## src/rtl/port_t_defs.svh

```systemverilog
// Register offsets, field positions, reset values and timing counts for the port T block
//
// How it works
// - Register reads use only bus-clock-synchronised values
// - Data read: latch if direction 1, else pin
// - Timer output channel takes over its pin
// - Pins 4..0: pulse, then timer, then general output
// - Timer active needs enable, compare mode, routing
// - Pin level register reads pins, ignores writes
// - Direction bit 0 input, 1 output
// - Peripheral forces output, stored direction untouched
// - Direction returns to software when timer disabled
// - Capture path always sees the pin level
// - Reads may lag direction change three cycles
// - Drive bit 1 reduced, ignored on inputs
// - Pull enable acts only on input pins
// - Pull enables clear after reset
// - Polarity 0 pull-up, 1 pull-down
// - Routing 0 timer, 1 pulse-width module
`ifndef PORT_T_DEFS_SVH
`define PORT_T_DEFS_SVH

`define PT_PINS 8
`define PT_PWM_PINS 5

// Register indices; the byte address is four times the index
`define PT_IDX_OUTPUT_DATA 4'h0
`define PT_IDX_PIN_LEVEL 4'h1
`define PT_IDX_DIRECTION 4'h2
`define PT_IDX_DRIVE_STRENGTH 4'h3
`define PT_IDX_PULL_ENABLE 4'h4
`define PT_IDX_PULL_POLARITY 4'h5
`define PT_IDX_ROUTING 4'h7
`define PT_IDX_EFFECTIVE_DIR 4'h8
`define PT_IDX_TIMER_ACTIVE 4'h9
`define PT_IDX_PULSE_ACTIVE 4'hA

// Bus address field
`define PT_ADDR_W 6
`define PT_IDX_MSB 5
`define PT_IDX_LSB 2

// Reset values
`define PT_RST_OUTPUT_DATA 8'h00
`define PT_RST_DIRECTION 8'h00
`define PT_RST_DRIVE_STRENGTH 8'h00
`define PT_RST_PULL_ENABLE 8'h00
`define PT_RST_PULL_POLARITY 8'h00
`define PT_RST_ROUTING 5'h00

// Avalon response codes
`define PT_RESP_OKAY 2'h0
`define PT_RESP_DECODEERROR 2'h3

// Pin synchroniser depth in bus cycles
`define PT_SYNC_STAGES 2

`endif

```

## src/rtl/port_t_pkg.sv

```systemverilog
// Types shared by the port T pin integration block
package port_t_pkg;

  typedef enum logic [0:0] {
    BUS_IDLE,
    BUS_ANSWER
  } bus_state_e;

  // Timer configuration as seen by the pin logic
  typedef struct packed {
    logic enable;
    logic [7:0] func_sel;
    logic [7:0] ovf_toggle;
    logic [7:0] action_high;
    logic [7:0] action_low;
  } timer_cfg_s;

  // Pad controls for all eight pins
  typedef struct packed {
    logic [7:0] level;
    logic [7:0] oe_n;
    logic [7:0] reduced;
    logic [7:0] pull_en;
    logic [7:0] pull_down;
  } pin_drive_s;

endpackage : port_t_pkg

```

## src/rtl/port_t_sync.sv

```systemverilog
// Two-stage synchroniser for the eight port T pin levels
`timescale 1ns/10ps
`include "port_t_defs.svh"
module port_t_sync (
  input wire logic clk_i,
  input wire logic rst_n_i,
  input wire logic [7:0] async_i,
  output logic [7:0] sync_o
);
  logic [7:0] meta_r;

  // First stage feeds only the second stage
  always_ff @(posedge clk_i or negedge rst_n_i) begin
    if (!rst_n_i) begin
      meta_r <= 8'h00;
      sync_o <= 8'h00;
    end else begin
      meta_r <= async_i;
      sync_o <= meta_r;
    end
  end
endmodule : port_t_sync

```

## src/rtl/port_t_output_select.sv

```systemverilog
// Per-pin output source and direction override for port T
`timescale 1ns/10ps
`include "port_t_defs.svh"
module port_t_output_select (
  input port_t_pkg::timer_cfg_s timer_cfg_i,
  input wire logic [4:0] routing_i,
  input wire logic [4:0] pulse_enable_i,
  output logic [7:0] timer_active_o,
  output logic [4:0] pulse_active_o
);
  import port_t_pkg::*;

  // Two action bits per channel; any non-zero action drives the pin
  function automatic logic action_routed(input logic [1:0] action);
    action_routed = (action != 2'h0);
  endfunction : action_routed

  always_comb begin
    for (int i = 0; i < 4; i++) begin
      timer_active_o[i] = timer_cfg_i.enable
        & (timer_cfg_i.func_sel[i] | timer_cfg_i.ovf_toggle[i])
        & action_routed(timer_cfg_i.action_low[2*i +: 2]);
      timer_active_o[i+4] = timer_cfg_i.enable
        & (timer_cfg_i.func_sel[i+4] | timer_cfg_i.ovf_toggle[i+4])
        & action_routed(timer_cfg_i.action_high[2*i +: 2]);
    end
  end

  // Pulse channel wins only when routed there and enabled
  assign pulse_active_o = routing_i & pulse_enable_i;
endmodule : port_t_output_select

```

## src/rtl/port_t_pin_integration.sv

```systemverilog
// Port T pin integration: registers, Avalon-MM slave and pad control
//
// The Avalon-MM register port was decided locally.
`timescale 1ns/10ps
`include "port_t_defs.svh"
module port_t_pin_integration (
  input wire logic clk_i,
  input wire logic rst_n_i,
  // Avalon-MM slave
  input wire logic [`PT_ADDR_W-1:0] avs_address_i,
  input wire logic avs_read_i,
  input wire logic avs_write_i,
  input wire logic [31:0] avs_writedata_i,
  input wire logic [3:0] avs_byteenable_i,
  output logic [31:0] avs_readdata_o,
  output logic [1:0] avs_response_o,
  output logic avs_waitrequest_o,
  // Timer and pulse-width module side
  input port_t_pkg::timer_cfg_s timer_cfg_i,
  input wire logic [7:0] compare_channel_output_i,
  input wire logic [4:0] pulse_channel_enable_i,
  input wire logic [4:0] pulse_channel_output_i,
  output logic [7:0] capture_level_o,
  // Pads
  input wire logic [7:0] pin_i,
  output port_t_pkg::pin_drive_s pin_drive_o
);
  import port_t_pkg::*;

  bus_state_e bus_state_r;
  bus_state_e bus_state_nxt;

  logic [7:0] port_t_output_data_r;
  logic [7:0] port_t_direction_r;
  logic [7:0] port_t_drive_strength_r;
  logic [7:0] port_t_pull_enable_r;
  logic [7:0] port_t_pull_polarity_r;
  logic [4:0] pin_routing_select_r;

  logic [7:0] pin_sync;
  logic [7:0] timer_active;
  logic [4:0] pulse_active;
  logic [7:0] eff_dir;
  logic [7:0] out_level;
  logic [7:0] pulse_wide;

  logic [3:0] req_idx;
  logic req;
  logic accept;
  logic wr_en;
  logic idx_mapped;
  logic [7:0] rd_byte;

  // Pin levels cross into the bus clock before anything reads them
  port_t_sync u_sync (
    .clk_i(clk_i),
    .rst_n_i(rst_n_i),
    .async_i(pin_i),
    .sync_o(pin_sync)
  );

  port_t_output_select u_select (
    .timer_cfg_i(timer_cfg_i),
    .routing_i(pin_routing_select_r),
    .pulse_enable_i(pulse_channel_enable_i),
    .timer_active_o(timer_active),
    .pulse_active_o(pulse_active)
  );

  // Bus decode
  function automatic logic is_mapped(input logic [3:0] idx);
    case (idx)
      `PT_IDX_OUTPUT_DATA,
      `PT_IDX_PIN_LEVEL,
      `PT_IDX_DIRECTION,
      `PT_IDX_DRIVE_STRENGTH,
      `PT_IDX_PULL_ENABLE,
      `PT_IDX_PULL_POLARITY,
      `PT_IDX_ROUTING,
      `PT_IDX_EFFECTIVE_DIR,
      `PT_IDX_TIMER_ACTIVE,
      `PT_IDX_PULSE_ACTIVE: is_mapped = 1'h1;
      default: is_mapped = 1'h0;
    endcase
  endfunction : is_mapped

  // Write strobe for one register index, shared by every software register below
  function automatic logic reg_hit(input logic en, input logic [3:0] idx,
    input logic [3:0] sel);
    reg_hit = en & (idx == sel);
  endfunction : reg_hit

  assign req_idx = avs_address_i[`PT_IDX_MSB:`PT_IDX_LSB];
  assign req = avs_read_i | avs_write_i;
  // The master completes on the edge where waitrequest is low
  assign accept = (bus_state_r == BUS_ANSWER) & req;
  // Only byte lane 0 carries register data
  assign wr_en = accept & avs_write_i & avs_byteenable_i[0];
  assign idx_mapped = is_mapped(req_idx);

  always_comb begin
    bus_state_nxt = bus_state_r;
    case (bus_state_r)
      BUS_IDLE: begin
        if (req) begin
          bus_state_nxt = BUS_ANSWER;
        end
      end
      BUS_ANSWER: begin
        bus_state_nxt = BUS_IDLE;
      end
      default: begin
        bus_state_nxt = BUS_IDLE;
      end
    endcase
  end

  always_ff @(posedge clk_i or negedge rst_n_i) begin
    if (!rst_n_i) begin
      bus_state_r <= BUS_IDLE;
    end else begin
      bus_state_r <= bus_state_nxt;
    end
  end

  // Waitrequest is high except in the single answer cycle
  always_ff @(posedge clk_i or negedge rst_n_i) begin
    if (!rst_n_i) begin
      avs_waitrequest_o <= 1'h1;
    end else begin
      avs_waitrequest_o <= !((bus_state_r == BUS_IDLE) & req);
    end
  end

  // Software registers
  always_ff @(posedge clk_i or negedge rst_n_i) begin
    if (!rst_n_i) begin
      port_t_output_data_r <= `PT_RST_OUTPUT_DATA;
    end else if (reg_hit(wr_en, req_idx, `PT_IDX_OUTPUT_DATA)) begin
      port_t_output_data_r <= avs_writedata_i[7:0];
    end
  end

  // Overrides act on the pad only; this register keeps the software value
  always_ff @(posedge clk_i or negedge rst_n_i) begin
    if (!rst_n_i) begin
      port_t_direction_r <= `PT_RST_DIRECTION;
    end else if (reg_hit(wr_en, req_idx, `PT_IDX_DIRECTION)) begin
      port_t_direction_r <= avs_writedata_i[7:0];
    end
  end

  always_ff @(posedge clk_i or negedge rst_n_i) begin
    if (!rst_n_i) begin
      port_t_drive_strength_r <= `PT_RST_DRIVE_STRENGTH;
    end else if (reg_hit(wr_en, req_idx, `PT_IDX_DRIVE_STRENGTH)) begin
      port_t_drive_strength_r <= avs_writedata_i[7:0];
    end
  end

  always_ff @(posedge clk_i or negedge rst_n_i) begin
    if (!rst_n_i) begin
      port_t_pull_enable_r <= `PT_RST_PULL_ENABLE;
    end else if (reg_hit(wr_en, req_idx, `PT_IDX_PULL_ENABLE)) begin
      port_t_pull_enable_r <= avs_writedata_i[7:0];
    end
  end

  always_ff @(posedge clk_i or negedge rst_n_i) begin
    if (!rst_n_i) begin
      port_t_pull_polarity_r <= `PT_RST_PULL_POLARITY;
    end else if (reg_hit(wr_en, req_idx, `PT_IDX_PULL_POLARITY)) begin
      port_t_pull_polarity_r <= avs_writedata_i[7:0];
    end
  end

  always_ff @(posedge clk_i or negedge rst_n_i) begin
    if (!rst_n_i) begin
      pin_routing_select_r <= `PT_RST_ROUTING;
    end else if (reg_hit(wr_en, req_idx, `PT_IDX_ROUTING)) begin
      pin_routing_select_r <= avs_writedata_i[4:0];
    end
  end

  // Output source and direction
  assign pulse_wide = {3'h0, pulse_active};

  // Hardware override is recomputed every cycle, so dropping the
  // timer or pulse enable hands the pin straight back to software
  assign eff_dir = port_t_direction_r | timer_active | pulse_wide;

  always_comb begin
    for (int i = 0; i < `PT_PINS; i++) begin
      if (pulse_wide[i]) begin
        out_level[i] = 1'h0;
      end else if (timer_active[i]) begin
        out_level[i] = compare_channel_output_i[i];
      end else begin
        out_level[i] = port_t_output_data_r[i];
      end
    end
    for (int j = 0; j < `PT_PWM_PINS; j++) begin
      if (pulse_active[j]) begin
        out_level[j] = pulse_channel_output_i[j];
      end
    end
  end

  // Pad controls are registered so the pads see no decode glitches
  always_ff @(posedge clk_i or negedge rst_n_i) begin
    if (!rst_n_i) begin
      pin_drive_o.level <= 8'h00;
      pin_drive_o.oe_n <= 8'hFF;
      pin_drive_o.reduced <= 8'h00;
      pin_drive_o.pull_en <= 8'h00;
      pin_drive_o.pull_down <= 8'h00;
    end else begin
      pin_drive_o.level <= out_level;
      pin_drive_o.oe_n <= ~eff_dir;
      pin_drive_o.reduced <= port_t_drive_strength_r & eff_dir;
      pin_drive_o.pull_en <= port_t_pull_enable_r & ~eff_dir;
      pin_drive_o.pull_down <= port_t_pull_polarity_r & port_t_pull_enable_r
        & ~eff_dir;
    end
  end

  // Capture sees the pin whatever drives it
  always_ff @(posedge clk_i or negedge rst_n_i) begin
    if (!rst_n_i) begin
      capture_level_o <= 8'h00;
    end else begin
      capture_level_o <= pin_sync;
    end
  end

  // Read path
  // Pin levels trail the pads by the synchroniser, hence the short
  // stale window after a direction change
  always_comb begin
    case (req_idx)
      `PT_IDX_OUTPUT_DATA: begin
        rd_byte = (port_t_direction_r & port_t_output_data_r)
          | (~port_t_direction_r & pin_sync);
      end
      `PT_IDX_PIN_LEVEL: rd_byte = pin_sync;
      `PT_IDX_DIRECTION: rd_byte = port_t_direction_r;
      `PT_IDX_DRIVE_STRENGTH: rd_byte = port_t_drive_strength_r;
      `PT_IDX_PULL_ENABLE: rd_byte = port_t_pull_enable_r;
      `PT_IDX_PULL_POLARITY: rd_byte = port_t_pull_polarity_r;
      `PT_IDX_ROUTING: rd_byte = {3'h0, pin_routing_select_r};
      `PT_IDX_EFFECTIVE_DIR: rd_byte = eff_dir;
      `PT_IDX_TIMER_ACTIVE: rd_byte = timer_active;
      `PT_IDX_PULSE_ACTIVE: rd_byte = pulse_wide;
      default: rd_byte = 8'h00;
    endcase
  end

  // Read data is captured in the idle cycle and stands in the answer cycle
  always_ff @(posedge clk_i or negedge rst_n_i) begin
    if (!rst_n_i) begin
      avs_readdata_o <= 32'h0000_0000;
    end else if (bus_state_r == BUS_IDLE && avs_read_i) begin
      avs_readdata_o <= {24'h00_0000, rd_byte};
    end
  end

  always_ff @(posedge clk_i or negedge rst_n_i) begin
    if (!rst_n_i) begin
      avs_response_o <= `PT_RESP_OKAY;
    end else if (bus_state_r == BUS_IDLE && req) begin
      avs_response_o <= idx_mapped ? `PT_RESP_OKAY : `PT_RESP_DECODEERROR;
    end
  end

endmodule : port_t_pin_integration

```

## config.mk

```make
export PLATFORM = sky130hd
export DESIGN_NAME = port_t_pin_integration
export DESIGN_NICKNAME = d
export VERILOG_FILES = /design/src/rtl/port_t_pkg.sv /design/src/rtl/port_t_sync.sv /design/src/rtl/port_t_output_select.sv /design/src/rtl/port_t_pin_integration.sv
export VERILOG_INCLUDE_DIRS = /design/src /design/src/rtl
export SDC_FILE = /design/constraint.sdc
export NUM_CORES = 1
export LEC_CHECK = 0
export BUFFER_PORTS_ARGS = -buffer_cell sky130_fd_sc_hd__buf_2
export CORE_UTILIZATION = 53
export CTS_CLUSTER_SIZE = 12
export DETAILED_ROUTE_END_ITERATION = 16
export PLACE_DENSITY = 0.86
export SETUP_SLACK_MARGIN = 0.5
export SLEW_MARGIN = 25
export SYNTH_ARGS = -nofsm -noshare
export SYNTH_HDL_FRONTEND = slang
export SYNTH_SLANG_ARGS = --single-unit
```

## constraint.sdc

```tcl
create_clock -name clk_i -period 2.3 [get_ports clk_i]
set_input_delay 0.46 -clock clk_i [delete_from_list [all_inputs] [get_ports clk_i]]
set_output_delay 0.46 -clock clk_i [all_outputs]
set_load 0.01 [all_outputs]
```

==> impl_results.html, run 1 <==
<table>
<tr><th>Metric</th><th>Value</th></tr>
<tr><th colspan="2">Outcome</th></tr>
<tr><td>Status</td><td>completed</td></tr>
<tr><th colspan="2">Worst setup path</th></tr>
<tr><td>Critical Path Fanout Max</td><td>8</td></tr>
<tr><td>Critical setup path kind</td><td>reg -&gt; reg</td></tr>
<tr><td>Capturing element type of the critical path</td><td>register</td></tr>
<tr><td>R2R depth</td><td>4</td></tr>
<tr><td>Data arrival, critical path</td><td>2150 ps</td></tr>
<tr><td>Req. time, crit path</td><td>2700 ps</td></tr>
<tr><td>Startpoint class of the critical path</td><td>register</td></tr>
<tr><th colspan="2">Finish</th></tr>
<tr><td>Antenna Diode Count</td><td>0</td></tr>
<tr><td>Final cell area excluding filler cells</td><td>roughly 6500 um2</td></tr>
<tr><td>Layout Nets</td><td>659</td></tr>
<tr><td>Fraction of final layout cells with drive strength greater than 1</td><td>45.1%</td></tr>
<tr><td>Synth-to-Final Area Change</td><td>27.3%</td></tr>
<tr><td>Area of the multi-input gates</td><td>slightly below 2000 um2</td></tr>
<tr><td># fillers</td><td>about 650</td></tr>
<tr><td>Seq. cell area</td><td>3010 um2</td></tr>
<tr><th colspan="2">Logic synthesis</th></tr>
<tr><td>Share of synthesized cell area in full adder, half adder and majority cells</td><td>0%</td></tr>
<tr><td>Portion of the post-synthesis area used by sequential elements</td><td>just under 60%</td></tr>
<tr><td>Compound-gate portion of the synthesized area</td><td>8.22%</td></tr>
<tr><td>Cell Area, Synth</td><td>5150 um2</td></tr>
<tr><td>Synthesized flop and latch total</td><td>120</td></tr>
<tr><td>Yosys cell types</td><td>51</td></tr>
<tr><td>Post-synthesis share of cell area spent on and, or, nand and nor gates</td><td>12.4%</td></tr>
<tr><td>Most instantiated flip-flop cell in the synthesis netlist</td><td>dfrtp_1</td></tr>
<tr><td>Synth Area in XOR/XNOR</td><td>0%</td></tr>
<tr><td>Largest family of logic cells by synthesized area</td><td>multiplexers</td></tr>
<tr><td>Count of mapped cells out of synthesis</td><td>399</td></tr>
<tr><td>Fraction of registers with async set or reset after synthesis</td><td>100%</td></tr>
<tr><td>Number of synthesized flops with an enable pin</td><td>0</td></tr>
<tr><td>Synthesized area divided by synthesized cell count</td><td>12.9 um2</td></tr>
<tr><td>Warnings, synthesis</td><td>0</td></tr>
<tr><td>Share of cell area taken by muxes after synthesis</td><td>15.4%</td></tr>
<tr><th colspan="2">Min path</th></tr>
<tr><td>Worst hold path depth</td><td>1</td></tr>
<tr><td>Hold WC Path Type</td><td>in -&gt; reg</td></tr>
<tr><th colspan="2">Clocking</th></tr>
<tr><td>Clock tree from TritonCTS</td><td>built</td></tr>
<tr><td>Worst skew pair latency</td><td>510 ps</td></tr>
<tr><td>Number of H-tree levels</td><td>4</td></tr>
<tr><td>Clk buf depth</td><td>2</td></tr>
<tr><td>Sinks on the clock net</td><td>120</td></tr>
<tr><td>Post CTS Setup Buffer Count</td><td>0</td></tr>
<tr><td>Clock-pin slew on the worst setup and hold paths</td><td>60 ps</td></tr>
<tr><td>Buffer type at the clock tree root</td><td>clkbuf_8</td></tr>
<tr><td>Cts bufs inserted</td><td>17</td></tr>
<tr><th colspan="2">GRT</th></tr>
<tr><td>Via count of the first global-routing pass</td><td>about 4000</td></tr>
<tr><td>Maximum number of pins on one net before global-route repair</td><td>58</td></tr>
<tr><td>Overflow left after global routing</td><td>0</td></tr>
<tr><td>Global-route total usage across every layer</td><td>27.2%</td></tr>
<tr><td>First-pass GRT wire length</td><td>between 20000 and 25000 um</td></tr>
<tr><td>Number of antenna violations at the first check in global routing</td><td>0</td></tr>
<tr><th colspan="2">Die</th></tr>
<tr><td>Effective utilization at floorplan</td><td>55.2%</td></tr>
<tr><td>Standard cell core area</td><td>9330 um2</td></tr>
<tr><td>Vertical extent of the die</td><td>101 um</td></tr>
<tr><td>IO Pins</td><td>roughly 190</td></tr>
<tr><td>Horizontal die dimension</td><td>101 um</td></tr>
<tr><td>Area of the die</td><td>10100 um2</td></tr>
<tr><td>Number of placement rows</td><td>35</td></tr>
<tr><th colspan="2">Flow run</th></tr>
<tr><td>Max-capacitance violation count</td><td>0</td></tr>
<tr><th colspan="2">STA</th></tr>
<tr><td>Final setup violation count</td><td>0</td></tr>
<tr><td>RSZ-0062 raised after global routing</td><td>true</td></tr>
<tr><td>Final total negative setup slack</td><td>0 ps</td></tr>
<tr><td>Max Freq</td><td>570 MHz</td></tr>
<tr><td>Clock skew after layout</td><td>5.44 ps</td></tr>
<tr><td>Final hold violation count</td><td>0</td></tr>
<tr><td>Part of the cycle the worst path needs</td><td>76.2%</td></tr>
<tr><td>Min Tclk post-route</td><td>1750 ps</td></tr>
<tr><td>Final Max Tran Viols</td><td>0</td></tr>
<tr><th colspan="2">Detailed routing</th></tr>
<tr><td>Remaining number of nets flagged by the antenna check after routing</td><td>0</td></tr>
<tr><td>Via count normalized by instance count</td><td>about 5.6</td></tr>
<tr><td>Total number of vias</td><td>3887</td></tr>
<tr><td>Final routed wirelength across all metal layers</td><td>13000 um</td></tr>
<tr><td>Per-cell routed wire length</td><td>18.8 um</td></tr>
<tr><td>DRC errors left</td><td>0</td></tr>
<tr><td>DRC violation total after the first TritonRoute iteration</td><td>286</td></tr>
<tr><td>DRT Pass-1 Iters</td><td>7</td></tr>
<tr><th colspan="2">Place</th></tr>
<tr><td>RD Place Congestion</td><td>a little over 0.8</td></tr>
<tr><td>Sum of net half-perimeters after detailed placement</td><td>between 8000 and 9000 um</td></tr>
<tr><td>Port Buffers</td><td>134</td></tr>
<tr><td>Standard cell area after detailed placement</td><td>5950 um2</td></tr>
<tr><th colspan="2">Power and ir drop</th></tr>
<tr><td>Pleak</td><td>~3.3 nW</td></tr>
<tr><td>Total design power</td><td>0.00584 W</td></tr>
<tr><td>Worst ir drop on vdd</td><td>between 400 and 500 uV</td></tr>
<tr><td>Power density relative to cell area</td><td>just under 900 nW/um2</td></tr>
</table>
## synthesized netlist by cell type, types with 2 or more instances
| cell type | count | area, um2 |
|---|---|---|
| nor2b_1 | 16 | 100 |
| nand2_1 | 27 | 101 |
| and3b_1 | 5 | 43.8 |
| dfrtp_1 | 111 | 2780 |
| nor4_1 | 2 | 12.5 |
| o22a_1 | 3 | 26.3 |
| clkbuf_1 | 4 | 15.0 |
| mux2_2 | 42 | 473 |
| a221oi_1 | 2 | 17.5 |
| o32ai_1 | 3 | 26.3 |
| and2_1 | 8 | 50.1 |
| nand2b_1 | 5 | 31.3 |
| nor3_1 | 3 | 15.0 |
| nor2_1 | 14 | 52.6 |
| dfstp_2 | 9 | 236 |
| o21ai_0 | 7 | 35.0 |
| mux2i_1 | 20 | 200 |
| buf_2 | 8 | 40.0 |
| o221a_2 | 2 | 22.5 |
| a21oi_1 | 8 | 40.0 |
| nand3_1 | 3 | 15.0 |
| inv_1 | 2 | 7.51 |
| o221ai_1 | 14 | 123 |
| or4_1 | 3 | 22.5 |
| or3_1 | 2 | 12.5 |
| a31oi_1 | 3 | 18.8 |
| mux2_4 | 8 | 120 |
| buf_4 | 26 | 195 |
| and3_1 | 9 | 56.3 |
| or3b_2 | 3 | 26.3 |
| a22oi_1 | 7 | 52.6 |
## logic make-up (layout without fill, tap and decap cells)
logic type	after synthesis	in the layout
and+or+nand+nor	110	110
other	1	24
buffers and inverters	42	186
muxes	70	70
DFF	120	120
AOI/OAI and AO/OA	56	56
## registers in the layout, indices dropped and copies added, names as in the netlist, 5 cells and up
name                     cells
port_t_drive_strength_r      8
pin_drive_o                 40
capture_level_o              8
u_sync.meta_r                8
pin_routing_select_r         5
port_t_pull_polarity_r       8
port_t_direction_r           8
port_t_output_data_r         8
u_sync.sync_o                8
port_t_pull_enable_r         8
avs_readdata_o               8
## power by group
| group | switching, W | total (W) | internal (W) |
|---|---|---|---|
| registers | 0.000150 | 0.00251 | 0.00236 |
| clock network | 0.000895 | 0.00256 | 0.00167 |
| logic | 0.000409 | 0.000765 | 0.000356 |
## routing by layer
metal  track usage (%)  part of all wire (%)  routed length, um  vias up
li1                  -                     -                  -     1705
met1              32.9                    38               4920     1897
met2              45.5                    51               6620      239
met3              6.52                   8.0               1040       46
met4              13.9                   3.5                452        0
met5                 0                     0                  0        -
## metrics by stage
stage / hold slack (ps) / setup slack (ps) / instances / utilization (%)
floorplan: 164 / 519 / 422 / -
global placement: 331 / 281 / 663 / 63.8
detailed placement: 335 / 232 / 663 / 63.8
CTS: 33.3 / 507 / 695 / 70.2
global route: 36.4 / 480 / 695 / 70.2
finish: 48.1 / 547 / 695 / 70.2
## cell type report
| cell class | instances | share of cell area (%) |
|---|---|---|
| Inverter | 2 | 0.115 |
| Tap cell | 129 | 2.46 |
| Sequential cell | 120 | 46.0 |
| Multi-Input combinational cell | 260 | 29.8 |
| Clock buffer | 23 | 7.43 |
| Timing Repair Buffer | 153 | 12.7 |
| Clock inverter | 8 | 1.45 |
## worst paths after layout
check	from	end	slack (ps)
setup / recovery	bus_state_r	port_t_pull_enable_r[3]	550
hold / removal	pin_i[6]	u_sync.meta_r[6]	50
setup reg to reg	bus_state_r	port_t_pull_enable_r[3]	550
hold reg to reg	u_sync.meta_r[1]	u_sync.sync_o[1]	350
max in group asynchronous	rst_n_i	avs_waitrequest_o	1090
min in group asynchronous	rst_n_i	pin_drive_o[39]	450
## critical path, stage by stage (launching register included)
cell and delay, ps:
dfrtp_1 370, nand3_2 180, nand3b_1 300, or3_4 480
mux2_2 300
## placed cells by master, fill, tap and decap left out, types with 13 or more instances in the layout
cell type,count
buf_2,133
mux2i_1,20
mux2_2,42
dfrtp_1,111
conb_1,24
o221ai_1,14
nand2_1,27
nor2_1,13
clkbuf_16,16
nor2b_1,16
buf_4,18
## repair_timing
item                                   in CTS  in global routing
endpoints found under the hold margin      31                  0
pin swaps                                   0                  0
hold buffers                                1                  0
setup endpoints to repair                   8                  3
resized for setup                           1                  1
(Power assumes the default switching activity.)
==> run 2: changes to the inputs <==
--- a/config.mk
+++ b/config.mk
@@ -7,10 +7,10 @@
 export NUM_CORES = 1
 export LEC_CHECK = 0
 export BUFFER_PORTS_ARGS = -buffer_cell sky130_fd_sc_hd__buf_2
-export CORE_UTILIZATION = 53
+export CORE_UTILIZATION = 49
 export CTS_CLUSTER_SIZE = 12
 export DETAILED_ROUTE_END_ITERATION = 16
-export PLACE_DENSITY = 0.86
+export PLACE_DENSITY = 0.8
 export SETUP_SLACK_MARGIN = 0.5
 export SLEW_MARGIN = 25
 export SYNTH_ARGS = -nofsm -noshare
==> constraint.sdc (replaced) <==
create_clock -name clk_i -period 1.8 [get_ports clk_i]
set_input_delay 0.36 -clock clk_i [delete_from_list [all_inputs] [get_ports clk_i]]
set_output_delay 0.36 -clock clk_i [all_outputs]
set_load 0.01 [all_outputs]
==> impl_results.html, run 2 (same netlist as run 1, synthesis figures left out) <==
<table>
<tr><th>Metric</th><th>Value</th></tr>
<tr><th colspan="2">GRT</th></tr>
<tr><td>Maximum number of pins on one net before global-route repair</td><td>36</td></tr>
<tr><td>Via count of the first global-routing pass</td><td>4212</td></tr>
<tr><td>First-pass GRT wire length</td><td>22000 um</td></tr>
<tr><td>Number of antenna violations at the first check in global routing</td><td>0</td></tr>
<tr><td>Global-route total usage across every layer</td><td>26.9%</td></tr>
<tr><td>Overflow left after global routing</td><td>0</td></tr>
<tr><th colspan="2">Finish</th></tr>
<tr><td>Seq. cell area</td><td>between 3000 and 4000 um2</td></tr>
<tr><td>Synth-to-Final Area Change</td><td>39.9%</td></tr>
<tr><td>Most flop-heavy register</td><td>pin_drive_o</td></tr>
<tr><td>Most frequent cells in the layout</td><td>118 x buf_2, 111 x dfrtp_1, 36 x buf_4, 26 x mux2_4, 26 x buf_6</td></tr>
<tr><td># fillers</td><td>640</td></tr>
<tr><td>Area of the multi-input gates</td><td>2110 um2</td></tr>
<tr><td>Commonest non-fill, non-tap cell in the layout</td><td>buf_2</td></tr>
<tr><td>Fraction of final layout cells with drive strength greater than 1</td><td>49.7%</td></tr>
<tr><td>Layout Nets</td><td>approximately 700</td></tr>
<tr><td>Antenna Diode Count</td><td>0</td></tr>
<tr><td>Final cell area excluding filler cells</td><td>7200 um2</td></tr>
<tr><td>Max FFs per register</td><td>40</td></tr>
<tr><th colspan="2">STA</th></tr>
<tr><td>Worst setup slack after layout</td><td>203 ps</td></tr>
<tr><td>RSZ-0062 raised after global routing</td><td>true</td></tr>
<tr><td>Min Tclk post-route</td><td>1600 ps</td></tr>
<tr><td>Max Freq</td><td>between 600 and 700 MHz</td></tr>
<tr><td>Final hold violation count</td><td>0</td></tr>
<tr><td>Clock skew after layout</td><td>7.10 ps</td></tr>
<tr><td>Part of the cycle the worst path needs</td><td>88.7%</td></tr>
<tr><td>Final Max Tran Viols</td><td>0</td></tr>
<tr><td>Final total negative setup slack</td><td>0 ps</td></tr>
<tr><td>Final setup violation count</td><td>0</td></tr>
<tr><th colspan="2">Worst setup path</th></tr>
<tr><td>Data arrival, critical path</td><td>2000 ps</td></tr>
<tr><td>Cell type of the slowest stage on the worst timing path</td><td>or4_4</td></tr>
<tr><td>Startpoint class of the critical path</td><td>register</td></tr>
<tr><td>Largest stage delay on the critical path</td><td>640 ps</td></tr>
<tr><td>Capturing element type of the critical path</td><td>register</td></tr>
<tr><td>Cell family with most CP delay</td><td>simple AND/OR/NAND/NOR gates</td></tr>
<tr><td>Critical setup path kind</td><td>reg -&gt; reg</td></tr>
<tr><td>Crit path cell chain</td><td>nand3_4 &gt; or4_4 &gt; mux2_4</td></tr>
<tr><td>Critical Path Fanout Max</td><td>8</td></tr>
<tr><td>Bufs and invs on worst path</td><td>0</td></tr>
<tr><td>Req. time, crit path</td><td>2200 ps</td></tr>
<tr><th colspan="2">Clocking</th></tr>
<tr><td>Clock-pin slew on the worst setup and hold paths</td><td>60 ps</td></tr>
<tr><td>Cts bufs inserted</td><td>17</td></tr>
<tr><td>Buffer type at the clock tree root</td><td>clkbuf_8</td></tr>
<tr><td>Sinks on the clock net</td><td>120</td></tr>
<tr><td>Clock tree from TritonCTS</td><td>built</td></tr>
<tr><td>Clk buf depth</td><td>2</td></tr>
<tr><td>Number of H-tree levels</td><td>4</td></tr>
<tr><td>Worst skew pair latency</td><td>520 ps</td></tr>
<tr><th colspan="2">Detailed routing</th></tr>
<tr><td>DRC violation total after the first TritonRoute iteration</td><td>377</td></tr>
<tr><td>Per-cell routed wire length</td><td>18.8 um</td></tr>
<tr><td>DRC errors left</td><td>0</td></tr>
<tr><td>Final routed wirelength across all metal layers</td><td>14000 um</td></tr>
<tr><td>Remaining number of nets flagged by the antenna check after routing</td><td>0</td></tr>
<tr><td>Total number of vias</td><td>4141</td></tr>
<tr><td>DRT Pass-1 Iters</td><td>5</td></tr>
<tr><td>Via count normalized by instance count</td><td>5.58</td></tr>
<tr><th colspan="2">Power and ir drop</th></tr>
<tr><td>Total design power</td><td>0.00775 W</td></tr>
<tr><td>Pleak</td><td>3.61 nW</td></tr>
<tr><td>Power density relative to cell area</td><td>~1100 nW/um2</td></tr>
<tr><td>Worst ir drop on vdd</td><td>620 uV</td></tr>
<tr><th colspan="2">Die</th></tr>
<tr><td>Vertical extent of the die</td><td>104 um</td></tr>
<tr><td>Horizontal die dimension</td><td>104 um</td></tr>
<tr><td>Area of the die</td><td>10900 um2</td></tr>
<tr><td>Effective utilization at floorplan</td><td>50.3%</td></tr>
<tr><td>Number of placement rows</td><td>37</td></tr>
<tr><td>Standard cell core area</td><td>10200 um2</td></tr>
<tr><td>IO Pins</td><td>roughly 190</td></tr>
<tr><th colspan="2">Flow run</th></tr>
<tr><td>Max-capacitance violation count</td><td>0</td></tr>
<tr><th colspan="2">Outcome</th></tr>
<tr><td>Status</td><td>completed</td></tr>
<tr><th colspan="2">Min path</th></tr>
<tr><td>Hold WC Path Type</td><td>in -&gt; reg</td></tr>
<tr><th colspan="2">Place</th></tr>
<tr><td>Standard cell area after detailed placement</td><td>6180 um2</td></tr>
<tr><td>RD Place Congestion</td><td>0.918</td></tr>
<tr><td>Setup slack after placement</td><td>~4.6 ps</td></tr>
<tr><td>Sum of net half-perimeters after detailed placement</td><td>9200 um</td></tr>
<tr><td>Port Buffers</td><td>roughly 130</td></tr>
</table>
## run 2: cell count changes in the layout (fill, tap and decap cells not counted), moves of 4 or more
cell           before  now
clkbuf_8            6    1
buf_4              18   36
o221ai_1           14   10
buf_6               0   26
mux2_4              8   26
buf_2             133  118
mux2_2             42   24
dlygate4sd3_1       1    9
## run 2: path summary, 6_finish.rpt
kind / startpoint / slack (ps) / endpoint / cells past startpoint
worst max-delay path: bus_state_r / 200 / port_t_direction_r[1] / 3
worst min-delay path: avs_read_i / 70 / avs_waitrequest_o / 2
worst max register to register: bus_state_r / 200 / port_t_direction_r[1] / 3
worst min register to register: u_sync.meta_r[5] / 350 / u_sync.sync_o[5] / 0
max in group asynchronous: rst_n_i / 820 / pin_drive_o[27] / 3
min in group asynchronous: rst_n_i / 350 / port_t_pull_polarity_r[7] / 2
## run 2: repair_timing
| item | CTS | global route |
|---|---|---|
| endpoints found under the hold margin | 36 | 0 |
| setup buffers | 10 | 4 |
| gates resized for setup | 42 | 11 |
| hold buffers | 9 | 0 |
| pin swaps | 10 | 5 |
| endpoints found under the setup margin | 104 | 112 |
## run 2: report_power, final
part / total [W] / switching [W] / internal, W
clock network: 0.00333 / 0.00122 / 0.00211
logic: 0.00119 / 0.000564 / 0.000630
registers: 0.00322 / 0.000204 / 0.00302
## run 2: layout make-up
| type | instances | share of cell area, % |
|---|---|---|
| Clock buffer | 17 | 5.75 |
| Clock inverter | 15 | 2.45 |
| Inverter | 2 | 0.104 |
| Multi-Input combinational cell | 260 | 29.4 |
| Sequential cell | 120 | 41.9 |
| Tap cell | 136 | 2.36 |
| Timing Repair Buffer | 192 | 18.1 |
## run 2: metal layers
metal	share of wire (%)	GRT usage, %	up-vias
met5	0	0	-
met1	39	33.8	2020
met2	49	43.1	282
li1	-	-	1795
met4	3.0	11.8	0
met3	9.4	7.89	44
## run 2: through the flow
| stage | hold WS [ps] | std cells | util (%) |
|---|---|---|---|
| 5_1_grt | 56.6 | 742 | 70.4 |
| 3_3_place_gp | 332 | 687 | 60.4 |
| 6_report | 67.1 | 742 | 70.4 |
| 4_1_cts | 40.0 | 738 | 69.6 |
| 2_1_floorplan | 64.4 | 422 | - |
| 3_5_place_dp | 339 | 687 | 60.4 |
==> run 3: changes to the inputs <==
--- a/config.mk
+++ b/config.mk
@@ -11,6 +11,7 @@
 export CTS_CLUSTER_SIZE = 12
 export DETAILED_ROUTE_END_ITERATION = 16
 export PLACE_DENSITY = 0.8
+export RECOVER_POWER = 25
 export SETUP_SLACK_MARGIN = 0.5
 export SLEW_MARGIN = 25
 export SYNTH_ARGS = -nofsm -noshare
==> impl_results.html, run 3 (same netlist as run 1, synthesis figures left out) <==
<table>
<tr><th>Metric</th><th>Value</th></tr>
<tr><th colspan="2">Power and ir drop</th></tr>
<tr><td>Clock network fraction of total power</td><td>roughly 43%</td></tr>
<tr><td>Total design power</td><td>a little under 0.008 W</td></tr>
<tr><td>Combinational share of power</td><td>15.4%</td></tr>
<tr><td>Pleak</td><td>3.60 nW</td></tr>
<tr><td>Power density relative to cell area</td><td>1080 nW/um2</td></tr>
<tr><td>Share of total power consumed by net switching</td><td>~26%</td></tr>
<tr><td>Worst ir drop on vdd</td><td>620 uV</td></tr>
<tr><td>Flop pwr share</td><td>between 40% and 50%</td></tr>
<tr><td>Cell-internal power</td><td>0.00575 W</td></tr>
<tr><td>Switching component of the power</td><td>0.00199 W</td></tr>
<tr><th colspan="2">Clocking</th></tr>
<tr><td>Worst skew pair latency</td><td>between 500 and 600 ps</td></tr>
<tr><td>Clock tree from TritonCTS</td><td>built</td></tr>
<tr><td>Sinks on the clock net</td><td>120</td></tr>
<tr><td>Number of H-tree levels</td><td>4</td></tr>
<tr><td>Buffer type at the clock tree root</td><td>clkbuf_8</td></tr>
<tr><td>Clk buf depth</td><td>2</td></tr>
<tr><td>Cts bufs inserted</td><td>17</td></tr>
<tr><td>Clock-pin slew on the worst setup and hold paths</td><td>60 ps</td></tr>
<tr><th colspan="2">Worst setup path</th></tr>
<tr><td>Req. time, crit path</td><td>approximately 2200 ps</td></tr>
<tr><td>Cell type of the slowest stage on the worst timing path</td><td>clkbuf_1</td></tr>
<tr><td>Critical setup path kind</td><td>in -&gt; reg</td></tr>
<tr><td>Data arrival, critical path</td><td>approximately 2000 ps</td></tr>
<tr><td>R2R depth</td><td>3</td></tr>
<tr><td>Crit path cell chain</td><td>clkbuf_1 &gt; clkbuf_1 &gt; o221ai_1 &gt; and3b_1 &gt; and3_1</td></tr>
<tr><td>Reg2Reg Launch Point</td><td>bus_state_r</td></tr>
<tr><td>Reg2Reg Setup Slack</td><td>210 ps</td></tr>
<tr><td>CP dominant cell by count</td><td>clkbuf_1</td></tr>
<tr><td>Critical Path Fanout Max</td><td>6</td></tr>
<tr><td>Largest stage delay on the critical path</td><td>480 ps</td></tr>
<tr><td>FF-to-FF End</td><td>port_t_direction_r[7]</td></tr>
<tr><td>Capturing element type of the critical path</td><td>register</td></tr>
<tr><td>Startpoint class of the critical path</td><td>primary input</td></tr>
<tr><th colspan="2">STA</th></tr>
<tr><td>Part of the cycle the worst path needs</td><td>slightly below 90%</td></tr>
<tr><td>Max Freq</td><td>about 630 MHz</td></tr>
<tr><td>Worst slew pin tran</td><td>about 920 ps</td></tr>
<tr><td>Final total negative setup slack</td><td>0 ps</td></tr>
<tr><td>RSZ-0062 raised after global routing</td><td>true</td></tr>
<tr><td>Min Tclk post-route</td><td>roughly 1600 ps</td></tr>
<tr><td>Final Max Tran Viols</td><td>0</td></tr>
<tr><td>Clock skew after layout</td><td>about 7 ps</td></tr>
<tr><td>Worst hold slack</td><td>67.9 ps</td></tr>
<tr><td>Final hold violation count</td><td>0</td></tr>
<tr><td>Final setup violation count</td><td>0</td></tr>
<tr><td>Rel. slew slack</td><td>38.7%</td></tr>
<tr><th colspan="2">Die</th></tr>
<tr><td>Number of placement rows</td><td>37</td></tr>
<tr><td>Standard cell core area</td><td>just over 10000 um2</td></tr>
<tr><td>IO Pins</td><td>between 150 and 200</td></tr>
<tr><td>Vertical extent of the die</td><td>104 um</td></tr>
<tr><td>Effective utilization at floorplan</td><td>between 50% and 60%</td></tr>
<tr><td>Horizontal die dimension</td><td>approximately 100 um</td></tr>
<tr><td>Area of the die</td><td>10900 um2</td></tr>
<tr><th colspan="2">GRT</th></tr>
<tr><td>Overflow left after global routing</td><td>0</td></tr>
<tr><td>Via count of the first global-routing pass</td><td>4212</td></tr>
<tr><td>Global-route total usage across every layer</td><td>a little over a quarter</td></tr>
<tr><td>Number of antenna violations at the first check in global routing</td><td>0</td></tr>
<tr><td>Maximum number of pins on one net before global-route repair</td><td>36</td></tr>
<tr><td>First-pass GRT wire length</td><td>~22000 um</td></tr>
<tr><th colspan="2">Detailed routing</th></tr>
<tr><td>DRT Pass-1 Iters</td><td>5</td></tr>
<tr><td>Remaining number of nets flagged by the antenna check after routing</td><td>0</td></tr>
<tr><td>DRC errors left</td><td>0</td></tr>
<tr><td>Total number of vias</td><td>4141</td></tr>
<tr><td>Per-cell routed wire length</td><td>18.9 um</td></tr>
<tr><td>DRC violation total after the first TritonRoute iteration</td><td>between 300 and 400</td></tr>
<tr><td>Via count normalized by instance count</td><td>5.58</td></tr>
<tr><td>Final routed wirelength across all metal layers</td><td>about 14000 um</td></tr>
<tr><th colspan="2">Place</th></tr>
<tr><td>Standard cell area after detailed placement</td><td>approximately 6200 um2</td></tr>
<tr><td>Sum of net half-perimeters after detailed placement</td><td>~9200 um</td></tr>
<tr><td>RD Place Congestion</td><td>0.918</td></tr>
<tr><td>Port Buffers</td><td>between 100 and 150</td></tr>
<tr><th colspan="2">Min path</th></tr>
<tr><td>Hold WC Path Type</td><td>in -&gt; reg</td></tr>
<tr><td>HP Start</td><td>avs_read_i</td></tr>
<tr><td>Worst hold path depth</td><td>2</td></tr>
<tr><td>Hold worst-path end</td><td>avs_waitrequest_o</td></tr>
<tr><th colspan="2">Finish</th></tr>
<tr><td>Final cell area excluding filler cells</td><td>between 7000 and 8000 um2</td></tr>
<tr><td>Layout Nets</td><td>698</td></tr>
<tr><td>Fraction of final layout cells with drive strength greater than 1</td><td>49.2%</td></tr>
<tr><td>Synth-to-Final Area Change</td><td>39.7%</td></tr>
<tr><td>Commonest non-fill, non-tap cell in the layout</td><td>buf_2</td></tr>
<tr><td>Max FFs per register</td><td>40</td></tr>
<tr><td>Most flop-heavy register</td><td>pin_drive_o</td></tr>
<tr><td>Most frequent cells in the layout</td><td>117 x buf_2, 111 x dfrtp_1, 33 x buf_4, 26 x mux2_4, 26 x buf_6</td></tr>
<tr><td>Finished Core Util</td><td>around 70%</td></tr>
<tr><td># fillers</td><td>642</td></tr>
<tr><td>Antenna Diode Count</td><td>0</td></tr>
<tr><th colspan="2">Outcome</th></tr>
<tr><td>Status</td><td>completed</td></tr>
<tr><th colspan="2">Flow run</th></tr>
<tr><td>Max-capacitance violation count</td><td>0</td></tr>
</table>
[run 3: cell count changes in the layout (fill, tap and decap cells not counted), sizes merged]
| cell | delta |
|---|---|
| clkbuf | +4 |
| buf | -4 |
[run 3: final cells by class]
cell class	count	area [um2]	share of cell area, %
Inverter	2	7.51	0.104
Timing Repair Buffer	192	1290	18.0
Multi-Input combinational cell	260	2110	29.4
Tap cell	136	170	2.37
Clock buffer	17	414	5.76
Sequential cell	120	3010	41.9
Clock inverter	15	176	2.45
[run 3: per-stage QoR]
stage	std cells	worst slack [ps]
final	742	201
after global routing	742	124
after CTS	738	198
after detailed placement	687	4.56
after global placement	687	47.0
after floorplan	422	211
[run 3: how the worst max path moves through the flow]
stage,startpoint,to,slack [ps],cells past startpoint
2_1_floorplan,avs_address_i[2],port_t_direction_r[0],210,5
3_3_place_gp,avs_address_i[2],avs_readdata_o[5],50,6
3_5_place_dp,avs_address_i[2],avs_readdata_o[5],5,6
4_1_cts,bus_state_r,port_t_pull_polarity_r[1],200,6
5_1_grt,bus_state_r,port_t_pull_polarity_r[3],120,6
6_report,timer_cfg_i[32],pin_drive_o[3],200,5
[run 3: power by group through the flow]
stage	Combinational [W]	Sequential, W	Clock (W)
floorplan	0.000542	0.00327	0
global placement	0.000980	0.00323	0
detailed placement	0.00101	0.00324	0
CTS	0.00116	0.00322	0.00337
global route	0.00128	0.00326	0.00351
finish	0.00119	0.00322	0.00333
[run 3: routing by layer]
metal / vias up / wire (um) / GRT usage [%]
li1: 1790 / - / -
met5: - / 0 / 0
met2: 279 / 6900 / 43.1
met3: 38 / 1280 / 7.89
met1: 2034 / 5410 / 33.8
met4: 0 / 410 / 11.8
[run 3: repair_timing]
action / 4_1_cts / 5_1_grt
hold buffers: 9 / 0
endpoints found under the setup margin: 104 / 112
pin swaps: 10 / 5
buffers inserted: 10 / 4
hold endpoints to repair: 36 / 0
gates resized for setup: 42 / 11
[run 3: critical path, delay by kind of cell]
kind	cells	cell delay, ps
and+or+nand+nor	2	520
AOI/OAI and AO/OA	1	370
buffers and inverters	2	750
